File: src/logic/cas_params.svh
/*
  Constants for the bus address-formation block: status codes, widths, timing.
  Assumes inclusion by the design module only.
*/
`ifndef CAS_PARAMS_SVH
`define CAS_PARAMS_SVH
`define CAS_ST_INTERNAL 4'h0
`define CAS_ST_REFRESH 4'h1
`define CAS_ST_IO_STD 4'h2
`define CAS_ST_IO_SPECIAL 4'h3
`define CAS_ST_SEG_TRAP_ACK 4'h4
`define CAS_ST_NMI_ACK 4'h5
`define CAS_ST_NVI_ACK 4'h6
`define CAS_ST_VI_ACK 4'h7
`define CAS_ST_DATA 4'h8
`define CAS_ST_STACK 4'h9
`define CAS_ST_FIRST_FETCH 4'hc
`define CAS_ST_LATER_FETCH 4'hd
`define CAS_ST_IDLE 4'h0
`define CAS_OFFSET_W 16
`define CAS_SEG_W 7
`define CAS_IO_CYCLES 3'h4
`define CAS_MEM_CYCLES 3'h3
`endif

File: src/logic/cas_pkg.sv
/*
  Types for the bus address-formation block.
  Assumes the constants header sits beside it.
*/
package cas_pkg;
  typedef enum logic [3:0] {
    CAS_REF_INTERNAL = 4'h0,
    CAS_REF_REFRESH = 4'h1,
    CAS_REF_IO = 4'h2,
    CAS_REF_IO_SPECIAL = 4'h3,
    CAS_REF_SEG_TRAP_ACK = 4'h4,
    CAS_REF_NMI_ACK = 4'h5,
    CAS_REF_NVI_ACK = 4'h6,
    CAS_REF_VI_ACK = 4'h7,
    CAS_REF_DATA = 4'h8,
    CAS_REF_STACK = 4'h9,
    CAS_REF_FIRST_FETCH = 4'hc,
    CAS_REF_LATER_FETCH = 4'hd
  } cas_ref_e;

  typedef enum logic [1:0] {
    CAS_SIZE_BYTE = 2'h0,
    CAS_SIZE_WORD = 2'h1,
    CAS_SIZE_LONG = 2'h2,
    CAS_SIZE_QUAD = 2'h3
  } cas_size_e;

  typedef struct packed {
    cas_ref_e kind;
    cas_size_e size;
    logic write;
    logic system_mode;
    logic seg_mode;
    logic [6:0] segment;
    logic [15:0] offset;
    logic [15:0] wdata;
  } cas_req_s;

  typedef struct packed {
    logic [3:0] status;
    logic system_mode;
    logic [6:0] segment;
    logic [15:0] address;
    logic write;
    logic word;
  } cas_bus_s;

  typedef enum logic [1:0] {
    CAS_ST_IDLE_S = 2'b00,
    CAS_ST_ADDR_S = 2'b01,
    CAS_ST_WAIT_S = 2'b10,
    CAS_ST_DATA_S = 2'b11
  } cas_state_e;
endpackage : cas_pkg

File: src/logic/cas_addr_space.sv
/*
  Address formation and space qualification for a 16-bit processor bus.
  Assumes a core presenting one request at a time with valid/ready, and
  an external unit that translates segmented addresses without added cycles.
*/
`timescale 1ns/1ps
`include "cas_params.svh"

// What this block does
// - Four memory spaces: system/normal, code/data
// - Distinct status for data, stack, fetches
// - Status marks I/O, acks, refresh, internal
// - Each space spans the variant's range
// - Form 16-bit or 23-bit logical addresses
// - Bits numbered least to most significant
// - Most significant byte at lowest address
// - Words and instructions sit even-aligned
// - Instructions fetched as whole words
// - No quad-word operands in memory
// - Separate I/O space shown by status
// - I/O addresses are 16 bits
// - I/O address and data share lines
// - One wait cycle, four-cycle I/O
// - Special I/O has its own status
// - Up to 128 segments, each up to 64K
// - Translation adds no cycles
// - Segmented part runs nonsegmented code
// - Variants identical except addressing
// - Segment number 7 bits plus 16-bit offset
module cas_addr_space import cas_pkg::*; #(
  parameter bit SEGMENTED = 1'b1
) (
  input wire logic clk_in,
  input wire logic rst_in,
  input wire logic req_valid_in,
  input wire cas_req_s req_in,
  output logic req_ready_out,
  output logic req_reject_out,
  output logic [3:0] bus_status_code_out,
  output logic system_mode_out,
  output logic [6:0] segment_out,
  output logic [15:0] muxed_addr_data_lines_out,
  output logic muxed_addr_data_lines_oe_out,
  input wire logic [15:0] muxed_addr_data_lines_in,
  output logic addr_phase_out,
  output logic data_phase_out,
  output logic write_out,
  output logic word_out,
  output logic [15:0] rdata_out,
  output logic rdata_valid_out
);

  function automatic logic [3:0] status_of(input cas_ref_e k);
    unique case (k)
      CAS_REF_DATA: status_of = `CAS_ST_DATA;
      CAS_REF_STACK: status_of = `CAS_ST_STACK;
      CAS_REF_FIRST_FETCH: status_of = `CAS_ST_FIRST_FETCH;
      CAS_REF_LATER_FETCH: status_of = `CAS_ST_LATER_FETCH;
      CAS_REF_IO: status_of = `CAS_ST_IO_STD;
      CAS_REF_IO_SPECIAL: status_of = `CAS_ST_IO_SPECIAL;
      CAS_REF_REFRESH: status_of = `CAS_ST_REFRESH;
      CAS_REF_SEG_TRAP_ACK: status_of = `CAS_ST_SEG_TRAP_ACK;
      CAS_REF_NMI_ACK: status_of = `CAS_ST_NMI_ACK;
      CAS_REF_NVI_ACK: status_of = `CAS_ST_NVI_ACK;
      CAS_REF_VI_ACK: status_of = `CAS_ST_VI_ACK;
      default: status_of = `CAS_ST_INTERNAL;
    endcase
  endfunction : status_of

  cas_state_e state_ff;
  cas_state_e nxt_state;
  cas_bus_s bus_ff;
  cas_bus_s nxt_bus;
  logic [15:0] wdata_ff;
  logic [2:0] cyc_ff;
  logic [2:0] nxt_cyc;
  logic [15:0] rdata_ff;
  logic rdata_valid_ff;

  wire is_fetch = (req_in.kind == CAS_REF_FIRST_FETCH) || (req_in.kind == CAS_REF_LATER_FETCH);
  wire is_io = (req_in.kind == CAS_REF_IO) || (req_in.kind == CAS_REF_IO_SPECIAL);
  wire is_mem = is_fetch || (req_in.kind == CAS_REF_DATA) || (req_in.kind == CAS_REF_STACK);
  wire is_bus = is_mem || is_io;
  // Quads live only in register groups
  wire bad_size = is_bus && (req_in.size == CAS_SIZE_QUAD);
  // Fetches are whole words; byte fetch refused
  wire bad_fetch = is_fetch && (req_in.size != CAS_SIZE_WORD);
  wire refuse = bad_size || bad_fetch;
  // Words, longs and fetches keep bit zero low
  wire force_even = (req_in.size != CAS_SIZE_BYTE) || is_fetch;
  wire [15:0] eff_off = {req_in.offset[15:1], req_in.offset[0] & ~force_even};
  // Nonsegmented mode pins segment to zero: old code runs in one segment
  wire use_seg = SEGMENTED && req_in.seg_mode && is_mem;
  wire [6:0] eff_seg = use_seg ? req_in.segment : 7'h00;
  wire take = (state_ff == CAS_ST_IDLE_S) && req_valid_in;
  wire accept = take && !refuse;
  wire [2:0] len = is_io ? `CAS_IO_CYCLES : `CAS_MEM_CYCLES;

  assign req_ready_out = (state_ff == CAS_ST_IDLE_S);
  assign req_reject_out = take && refuse;

  always_comb begin
    nxt_state = state_ff;
    nxt_bus = bus_ff;
    nxt_cyc = cyc_ff;
    unique case (state_ff)
      CAS_ST_IDLE_S: begin
        nxt_bus.status = `CAS_ST_IDLE;
        if (accept) begin
          nxt_state = CAS_ST_ADDR_S;
          nxt_bus.status = status_of(req_in.kind);
          nxt_bus.system_mode = req_in.system_mode;
          nxt_bus.segment = eff_seg;
          nxt_bus.address = eff_off;
          nxt_bus.write = req_in.write && !is_fetch;
          nxt_bus.word = force_even;
          nxt_cyc = len;
        end
      end
      CAS_ST_ADDR_S: begin
        nxt_state = (cyc_ff == `CAS_IO_CYCLES) ? CAS_ST_WAIT_S : CAS_ST_DATA_S;
        nxt_cyc = cyc_ff - 3'h1;
      end
      CAS_ST_WAIT_S: begin
        nxt_state = CAS_ST_DATA_S;
        nxt_cyc = cyc_ff - 3'h1;
      end
      CAS_ST_DATA_S: begin
        nxt_cyc = cyc_ff - 3'h1;
        if (cyc_ff == 3'h1) begin
          nxt_state = CAS_ST_IDLE_S;
          nxt_bus.status = `CAS_ST_IDLE;
        end
      end
    endcase
  end

  always_ff @(posedge clk_in) begin
    if (rst_in) begin
      state_ff <= CAS_ST_IDLE_S;
      bus_ff <= '0;
      cyc_ff <= 3'h0;
      wdata_ff <= 16'h0000;
    end else begin
      state_ff <= nxt_state;
      bus_ff <= nxt_bus;
      cyc_ff <= nxt_cyc;
      if (accept) wdata_ff <= req_in.wdata;
    end
  end

  wire in_data = (state_ff == CAS_ST_DATA_S);
  wire last_data = in_data && (cyc_ff == 3'h1);
  // Byte reads take the lane picked by bit zero; even byte is the high lane
  wire [15:0] rd_pick = bus_ff.word ? muxed_addr_data_lines_in :
                        (bus_ff.address[0] ? {8'h00, muxed_addr_data_lines_in[7:0]} :
                         {8'h00, muxed_addr_data_lines_in[15:8]});

  always_ff @(posedge clk_in) begin
    if (rst_in) begin
      rdata_ff <= 16'h0000;
      rdata_valid_ff <= 1'b0;
    end else begin
      rdata_valid_ff <= last_data && !bus_ff.write;
      if (last_data && !bus_ff.write) rdata_ff <= rd_pick;
    end
  end

  // Same lines carry address, then data; a write drives data, a read releases
  wire [15:0] wr_lane = bus_ff.word ? wdata_ff : {wdata_ff[7:0], wdata_ff[7:0]};
  assign addr_phase_out = (state_ff == CAS_ST_ADDR_S);
  assign data_phase_out = in_data;
  assign muxed_addr_data_lines_out = addr_phase_out ? bus_ff.address : wr_lane;
  assign muxed_addr_data_lines_oe_out = addr_phase_out || (in_data && bus_ff.write);
  // Segment number leaves in the same cycle: translation costs nothing here
  assign segment_out = bus_ff.segment;
  assign bus_status_code_out = bus_ff.status;
  assign system_mode_out = bus_ff.system_mode;
  assign write_out = bus_ff.write;
  assign word_out = bus_ff.word;
  assign rdata_out = rdata_ff;
  assign rdata_valid_out = rdata_valid_ff;

  // Busy length count; a stuck access would never bring ready back
  logic [3:0] busy_cnt_ff;
  logic [3:0] nxt_busy_cnt;
  assign nxt_busy_cnt = req_ready_out ? 4'h0 : busy_cnt_ff + 4'h1;
  always_ff @(posedge clk_in) begin
    if (rst_in) begin
      busy_cnt_ff <= 4'h0;
    end else begin
      busy_cnt_ff <= nxt_busy_cnt;
    end
  end

  a_io_four_cycles: assert property (@(posedge clk_in) disable iff (rst_in)
    (accept && is_io) |=> addr_phase_out ##1 (state_ff == CAS_ST_WAIT_S) ##1
    data_phase_out ##1 (data_phase_out && cyc_ff == 3'h1))
    else $error("io access not four cycles");
  a_mem_three_cycles: assert property (@(posedge clk_in) disable iff (rst_in)
    (accept && is_mem) |=> addr_phase_out ##1 data_phase_out[*2] ##1 req_ready_out)
    else $error("memory access not three cycles");
  a_busy_bounded: assert property (@(posedge clk_in) disable iff (rst_in)
    busy_cnt_ff <= 4'h4)
    else $error("access runs too long");
  a_busy_exact: assert property (@(posedge clk_in) disable iff (rst_in)
    $rose(req_ready_out) |-> (busy_cnt_ff == 4'h3 || busy_cnt_ff == 4'h4))
    else $error("access length not three or four");
  a_wait_released: assert property (@(posedge clk_in) disable iff (rst_in)
    (!req_ready_out && !addr_phase_out && !data_phase_out) |-> !muxed_addr_data_lines_oe_out)
    else $error("wait cycle drives lines");

  a_even_word_addr: assert property (@(posedge clk_in) disable iff (rst_in)
    (addr_phase_out && bus_ff.word) |-> !muxed_addr_data_lines_out[0])
    else $error("word address odd");
  a_word_attr: assert property (@(posedge clk_in) disable iff (rst_in)
    (accept && force_even) |=> word_out)
    else $error("word attribute missing");
  a_addr_upper_kept: assert property (@(posedge clk_in) disable iff (rst_in)
    accept |=> muxed_addr_data_lines_out[15:1] == $past(req_in.offset[15:1]))
    else $error("address bits lost");
  a_byte_addr_exact: assert property (@(posedge clk_in) disable iff (rst_in)
    (accept && !force_even) |=> muxed_addr_data_lines_out == $past(req_in.offset))
    else $error("byte address altered");

  a_fetch_status: assert property (@(posedge clk_in) disable iff (rst_in)
    (accept && req_in.kind == CAS_REF_FIRST_FETCH) |=> bus_status_code_out == 4'hc)
    else $error("first fetch status wrong");
  a_later_fetch_status: assert property (@(posedge clk_in) disable iff (rst_in)
    (accept && req_in.kind == CAS_REF_LATER_FETCH) |=> bus_status_code_out == 4'hd)
    else $error("later fetch status wrong");
  a_data_status: assert property (@(posedge clk_in) disable iff (rst_in)
    (accept && req_in.kind == CAS_REF_DATA) |=> bus_status_code_out == 4'h8)
    else $error("data status wrong");
  a_stack_status: assert property (@(posedge clk_in) disable iff (rst_in)
    (accept && req_in.kind == CAS_REF_STACK) |=> bus_status_code_out == 4'h9)
    else $error("stack status wrong");
  a_io_status: assert property (@(posedge clk_in) disable iff (rst_in)
    (accept && req_in.kind == CAS_REF_IO) |=> bus_status_code_out == 4'h2)
    else $error("io status wrong");
  a_special_io_code: assert property (@(posedge clk_in) disable iff (rst_in)
    (accept && req_in.kind == CAS_REF_IO_SPECIAL) |=> bus_status_code_out == 4'h3)
    else $error("special io status wrong");
  a_idle_status: assert property (@(posedge clk_in) disable iff (rst_in)
    req_ready_out |-> bus_status_code_out == 4'h0)
    else $error("idle status not zero");
  a_status_held: assert property (@(posedge clk_in) disable iff (rst_in)
    (!req_ready_out && !addr_phase_out) |-> $stable(bus_status_code_out))
    else $error("status moved mid access");
  a_mode_held: assert property (@(posedge clk_in) disable iff (rst_in)
    (!req_ready_out && !addr_phase_out) |-> $stable(system_mode_out))
    else $error("mode moved mid access");

  a_quad_refused: assert property (@(posedge clk_in) disable iff (rst_in)
    (take && bad_size) |=> req_ready_out && bus_status_code_out == 4'h0)
    else $error("quad access issued");
  a_byte_fetch_refused: assert property (@(posedge clk_in) disable iff (rst_in)
    (take && bad_fetch) |-> req_reject_out)
    else $error("byte fetch not refused");
  a_reject_no_issue: assert property (@(posedge clk_in) disable iff (rst_in)
    req_reject_out |=> !addr_phase_out)
    else $error("refused request issued");
  a_fetch_whole_word: assert property (@(posedge clk_in) disable iff (rst_in)
    (addr_phase_out && bus_status_code_out[3:2] == 2'h3) |-> (word_out && !write_out))
    else $error("fetch not a word read");
  a_io_no_segment: assert property (@(posedge clk_in) disable iff (rst_in)
    (accept && is_io) |=> segment_out == 7'h00)
    else $error("io carries segment");
  a_nonseg_zero_seg: assert property (@(posedge clk_in) disable iff (rst_in)
    (accept && !req_in.seg_mode) |=> segment_out == 7'h00)
    else $error("nonsegmented access carries segment");
  a_seg_passed: assert property (@(posedge clk_in) disable iff (rst_in)
    (accept && is_mem && req_in.seg_mode) |=>
    segment_out == (SEGMENTED ? $past(req_in.segment) : 7'h00))
    else $error("segment number lost");

  a_mux_release: assert property (@(posedge clk_in) disable iff (rst_in)
    (data_phase_out && !write_out) |-> !muxed_addr_data_lines_oe_out)
    else $error("read data phase driven");
  a_write_drives: assert property (@(posedge clk_in) disable iff (rst_in)
    (data_phase_out && write_out) |-> muxed_addr_data_lines_oe_out)
    else $error("write data not driven");
  a_addr_drives: assert property (@(posedge clk_in) disable iff (rst_in)
    addr_phase_out |-> muxed_addr_data_lines_oe_out)
    else $error("address not driven");
  a_write_attr: assert property (@(posedge clk_in) disable iff (rst_in)
    (accept && !is_fetch) |=> write_out == $past(req_in.write))
    else $error("direction not carried");
  a_byte_lane_dup: assert property (@(posedge clk_in) disable iff (rst_in)
    (data_phase_out && write_out && !word_out) |->
    muxed_addr_data_lines_out[15:8] == muxed_addr_data_lines_out[7:0])
    else $error("byte write lanes differ");
  a_rdata_pulse: assert property (@(posedge clk_in) disable iff (rst_in)
    rdata_valid_out |-> (req_ready_out && $past(data_phase_out) && !$past(write_out)))
    else $error("read data out of place");
  a_mode_kept: assert property (@(posedge clk_in) disable iff (rst_in)
    accept |=> system_mode_out == $past(req_in.system_mode))
    else $error("mode not carried");

  c_io_read: cover property (@(posedge clk_in) accept && is_io && !req_in.write);
  c_io_write: cover property (@(posedge clk_in) accept && is_io && req_in.write);
  c_seg_fetch: cover property (@(posedge clk_in) accept && is_fetch && use_seg);
  c_byte_write: cover property (@(posedge clk_in)
    accept && req_in.size == CAS_SIZE_BYTE && req_in.write);
  c_refused: cover property (@(posedge clk_in) req_reject_out);

endmodule : cas_addr_space

File: config.mk
export PLATFORM = sky130hd
export DESIGN_NAME = cas_addr_space
export DESIGN_NICKNAME = d
export VERILOG_FILES = /design/src/logic/cas_pkg.sv /design/src/logic/cas_addr_space.sv
export VERILOG_INCLUDE_DIRS = /design/src /design/src/logic
export SDC_FILE = /design/constraint.sdc
export NUM_CORES = 1
export LEC_CHECK = 0
export ABC_AREA = 1
export BUFFER_PORTS_ARGS = -buffer_cell sky130_fd_sc_hd__buf_2
export CELL_PAD_IN_SITES_DETAIL_PLACEMENT = 2
export CELL_PAD_IN_SITES_GLOBAL_PLACEMENT = 2
export CORE_ASPECT_RATIO = 1.2
export CORE_MARGIN = 2
export CORE_UTILIZATION = 27
export CTS_BUF_LIST = sky130_fd_sc_hd__clkbuf_4 sky130_fd_sc_hd__clkbuf_8
export DETAILED_ROUTE_END_ITERATION = 7
export GPL_ROUTABILITY_DRIVEN = 0
export PLACE_DENSITY_LB_ADDON = 0.05
export SLEW_MARGIN = 20
export SYNTH_ARGS = -nofsm -noshare
export SYNTH_HDL_FRONTEND = slang
export SYNTH_SLANG_ARGS = --single-unit
File: constraint.sdc
create_clock -name clk_in -period 2 [get_ports clk_in]
set_clock_uncertainty 0.15 [all_clocks]
set_input_delay 0.3 -clock clk_in [delete_from_list [all_inputs] [get_ports clk_in]]
set_output_delay 0.3 -clock clk_in [all_outputs]
set_load 0.1 [all_outputs]
* Word level (Yosys, flattened, before mapping) *
Memories as Yosys holds them, arrays and structs flattened.
Cells that the tools add are included.

word-level totals
  logic and storage cells = 73
  bits in read-only memories = 64
  bits of input ports = 67
  flip-flop bits (word level) = 68
  output and inout bits = 52
  memories kept = 1

memory list
  name             words  width  read ports  clocked after Yosys merged registers in  write ports  line                  RTL
  (no name shown)  16     4      1           0                                        0            cas_addr_space.sv:54  unique case (k)

cells by class
  $add $sub $neg = 1
  eq/ne operators = 15
  bitwise operators = 2
  reductions and logical operators = 28
  muxes and demuxes = 15

operators by type and width
  operator                                          number
  two-way mux 16 bit                                3
  two-way mux 30 bit                                1
  == test 4 bit, second input constant              4
  logical AND 1 bit                                 10
  == test 4 x 2 -> 1 bit, second input constant     2
  logical OR 1 bit                                  8
  two-way mux 8 bit                                 1
  case mux 2 bit (4 select lines)                   1
  case mux 4 bit (2 select lines)                   1
  two-way mux 7 bit                                 1
  == test 2 bit, second input constant              3
  two-way mux 3 bit                                 2
  != test 2 x 1 -> 1 bit, second input constant     3
  case mux 3 bit (2 select lines)                   1
  AND reduction 2 bit                               3
  two-way mux 2 bit                                 2
  two-way mux 4 bit                                 1
  nonzero test 2 bit                                2
  == test 3 x 1 -> 1 bit, second input constant     1
  == test 3 bit, second input constant              1
  zero test 1 bit                                   3
  OR reduction 3 bit                                1
  subtractor 3 x 1 -> 3 bit, second input constant  1
  == test 2 x 1 -> 1 bit, second input constant     1
  4 further kinds                                   4

* Depth between registers and ports, before layout *
  depth in word-level cells = 11
  depth in mapped cells = 10
  gate-level depth less buffers = 9

* Worst setup path after synthesis *
Ideal clock, no wire load.

  kind = reg2out
  start = register state_ff[0]
  end = output port muxed_addr_data_lines_out[10]
  arrival time = 3923 ps
  cell stages (with the launch flop) = 6
  path buffers = 2
  required time = 1550 ps
  setup slack = -2373 ps
  path through = dfxtp_1 ha_1 clkbuf_1 inv_1 clkbuf_1 o21ai_0

between the ends
  word-level cells in the longest chain between the ends = 2

ends and longest elaborated chain
  item                      line                   RTL
  start: declaration        cas_addr_space.sv:70   cas_state_e state_ff;
  start signal: assignment  cas_addr_space.sv:145  state_ff <= nxt_state;
  == test 2 x 1 -> 1 bit    cas_addr_space.sv:171  assign addr_phase_out = (state_ff == CAS_ST_ADDR_S);
  net addr_phase_out        cas_addr_space.sv:45   output logic addr_phase_out,
  two-way mux 16 bit        cas_addr_space.sv:173  assign muxed_addr_data_lines_out = addr_phase_out ? bus_ff.address : wr_lane;
  end: declaration          cas_addr_space.sv:42   output logic [15:0] muxed_addr_data_lines_out,

The timed path passes the listed nets, and every way through them passes these cells.

* Worst setup path after layout *
  start = register state_ff[1]
  end = output port muxed_addr_data_lines_out[15]

between the ends
  word-level cells in the longest chain between the ends = 2

ends and longest elaborated chain
  item                    line
  == test 2 x 1 -> 1 bit  cas_addr_space.sv:171
  two-way mux 16 bit      cas_addr_space.sv:173

Every way passes these cells.

==> results.toml <==
[timing]
worst_pin_slew_ns = 0.504
fmax_mhz = 463
rsz0062_at_grt = "true"
finalHoldViolCount = 0
report.final.setup_viol = 17
finalMaxSlewViolations = 0
period_needed_ns = 2.16
fin_crit_sh_pct = 108
slew_headroom_pct = 66.6
timing.final.ws_setup_ns = -0.158
fin_hold_ws_ns = 0.0609

[floorplanning]
fp.dieH_um = 122
start_util_pct = 27.5
io_pins = 119
fp.dieArea_sq_um = 12500
die_x_um = 103
num_rows = 43
core_sq_um = 11500

[worst_setup_path]
crit_family = "buffers and inverters"
start_kind = "register"
crit_fanout = 8
r2r_end = "bus_ff[9]"
required_ns = 1.55
worst_path_most_repeated_cell = "buf_12"
arrival_ns = 1.71
worst_path_max_delay_cell = "dfxtp_2"
crit_path_end = "muxed_addr_data_lines_out[15]"
worstSetupPathDepth = 7
crit_start = "state_ff[1]"
crit_path_end_kind = "output pin"
cp_slowest_stage_delay_ns = 0.33
critPathBufInv = 4
ff2ff_setup_slack_ns = 0.16
path_cells = "inv_2 -> ha_4 -> clkinvlp_4 -> buf_12 -> o211ai_1 -> o21ai_4 -> buf_12"
critPathKind = "register to output pin"
rr_worst_depth = 9
r2r-start = "state_ff[1]"

[min_path]
hold_depth = 3
hold_path.class = "input port to register"

[clock_network]
cts.sink_count = 68
root_buffer = "clkbuf_8"
clock_path_buffers = 2
htreeDepth = 3
clock_latency_ns = 0.35
cts_hold_buf = 0
cts_tree = "yes"
cts_made_buffers = 9
cts.clk_slew.worst_paths_ns = 0.09

[pwr]
pwr-share-clk_pct = 19.4
cellLeakagePower_uw = 0.00211
pwr-share-seq_pct = 23.4
intPower_uw = 3890
switchingPower_uw = 3520
swShare_pct = 47.4
powerDensity_nw_per_um2 = 1540
combPwrFrac_pct = 57.1
irDropWorstVdd_mv = 0.514

[synth]
synth_seq_cells = 68
ys_seq_area_share_pct = 43.3
ys_warn_count = 0
syn_area_per_cell_sq_um = 7.32
yosysUniqueCellTypes = 23
synth_area_sq_um = 3150
syn_nets = 503
postSynthCellCount = 430

[placement]
pre_cts_slack_ns = 0.170
dp_cells = 682
port_buffers = 118
dp_hpwl_mm = 8.32

[layout]
multi_input_area_sq_um = 1620
syn_to_final_growth_pct = 52.6
n_antenna_cell = 0
final_common_cell = "buf_2"
final_cells = 710
layout_common_cells = "buf_2, nand2_1, dfxtp_1"
nFillCells = 1328
layout.nets = 621
final_core_util_pct = 41.9
drive_gt1_share_pct = 36.2
seq_area_sq_um = 1370

[global_routing]
grt_antenna_before_repair = 0
grt_pass1_vias = 3603
grt_max_degree = 32
grt_pass1_wl_mm = 18.3
track_usage_pct = 18.9
grt_overflow = 0

[flow_run]
cap_violations = 0

[detailed_routing]
drc = 0
vias = 3364
antenna_left = 0
dr.pass1.iters = 4
wirelength_mm = 11.5
drt_iter0_drc = 49
wl_per_cell_um = 16.2
via_per_inst = 4.74

[run_status]
violations = "setup timing"
status = "finished with violations"
==> worst min path at each step <==
stage                                     start           end
global route        muxed_addr_data_lines_in[4]  rdata_out[4]
CTS                 muxed_addr_data_lines_in[4]  rdata_out[4]
floorplan                          wdata_ff[10]  wdata_ff[10]
detailed placement                 wdata_ff[11]  wdata_ff[11]
global placement                   wdata_ff[14]  wdata_ff[14]
finish              muxed_addr_data_lines_in[4]  rdata_out[4]
==> cells by family (layout without fill, tap and decap cells) <==
| logic type | Yosys count | after routing | share of synthesized area [%] |
|---|---|---|---|
| adder cells (fa/ha/maj) | 6 | 6 | 2.39 |
| flip-flops | 68 | 68 | 43.3 |
| buffers and inverters | 90 | 212 | 13.2 |
| AO/OA/AOI/OAI | 139 | 139 | 23.3 |
| AND/OR/NAND/NOR | 127 | 128 | 17.9 |
==> power by group through the flow <==
stage          Clock, uW  Combinational [uW]  Sequential [uW]
3_3_place_gp           0                3970             1770
6_report            1440                4230             1740
3_5_place_dp           0                4030             1780
4_1_cts             1490                4190             1740
2_1_floorplan          0                2720             1850
5_1_grt             1550                4490             1770
==> synth_stat cells (all sizes together) <==
| master | instances | area [sq um] |
|---|---|---|
| a21oi | 53 | 265 |
| nor2 | 13 | 48.8 |
| nand4 | 4 | 31.3 |
| buf | 24 | 168 |
| clkbuf | 15 | 56.3 |
| nand2 | 73 | 292 |
| ha | 6 | 75.1 |
| dfxtp | 68 | 1360 |
| inv | 51 | 191 |
| nand3 | 34 | 175 |
| a31oi | 8 | 50.1 |
| o2111ai | 1 | 8.76 |
| o211ai | 8 | 60.1 |
| o21ai | 69 | 349 |
| nor3 | 3 | 15.0 |
==> metal layers <==
layer  share of wire (%)  up-vias  track usage (%)
met2                  51       87             33.5
li1                    -     1652                -
met1                  42     1613             22.2
met4                 1.3        0             5.75
met5                   0        -                0
met3                 5.2       12             4.84
==> area by class of cell <==
cell class | count | area share [%]
repair buffers | 145 | 24.4
clock buffers | 10 | 2.87
inverters | 51 | 4.06
clock inverters | 6 | 2.32
well taps | 157 | 4.09
multi-input cells | 273 | 33.7
flip-flops and latches | 68 | 28.5
==> state kept, by name, summed over array words and instances, names as in the netlist, 2 cells and up <==
| register | count |
|---|---|
| bus_ff | 16 |
| wdata_ff | 16 |
| segment_out | 7 |
| bus_status_code_out | 4 |
| cyc_ff | 3 |
| rdata_out | 16 |
| state_ff | 2 |
==> what timing repair did <==
| item | 4_1_cts | 5_1_grt |
|---|---|---|
| setup buffers | 4 | 6 |
| endpoints found under the setup margin | 17 | 21 |
| pin swaps | 5 | 3 |
| resized for setup | 7 | 4 |
| gates cloned | 1 | 1 |
==> through the flow <==
step / total power (uW) / setup TNS (ns) / area (sq um)
final: 7410 / -1.57 / 4800
after global routing: 7810 / -2.85 / 4800
after CTS: 7420 / -1.66 / 4740
after detailed placement: 5810 / 0 / 4410
after global placement: 5740 / 0 / 4410
after floorplan: 4580 / -8.99 / 3410
==> worst register-to-register path, stage by stage (launching register included) <==
cell and delay, ns:
dfxtp_2 0.33, inv_2 0.07, buf_4 0.10, buf_4 0.11, ha_4 0.16, nand2_4 0.06, inv_1 0.15, buf_4 0.30
nand3_1 0.12, a21oi_1 0.21
Power figures use the tool's default switching activity.
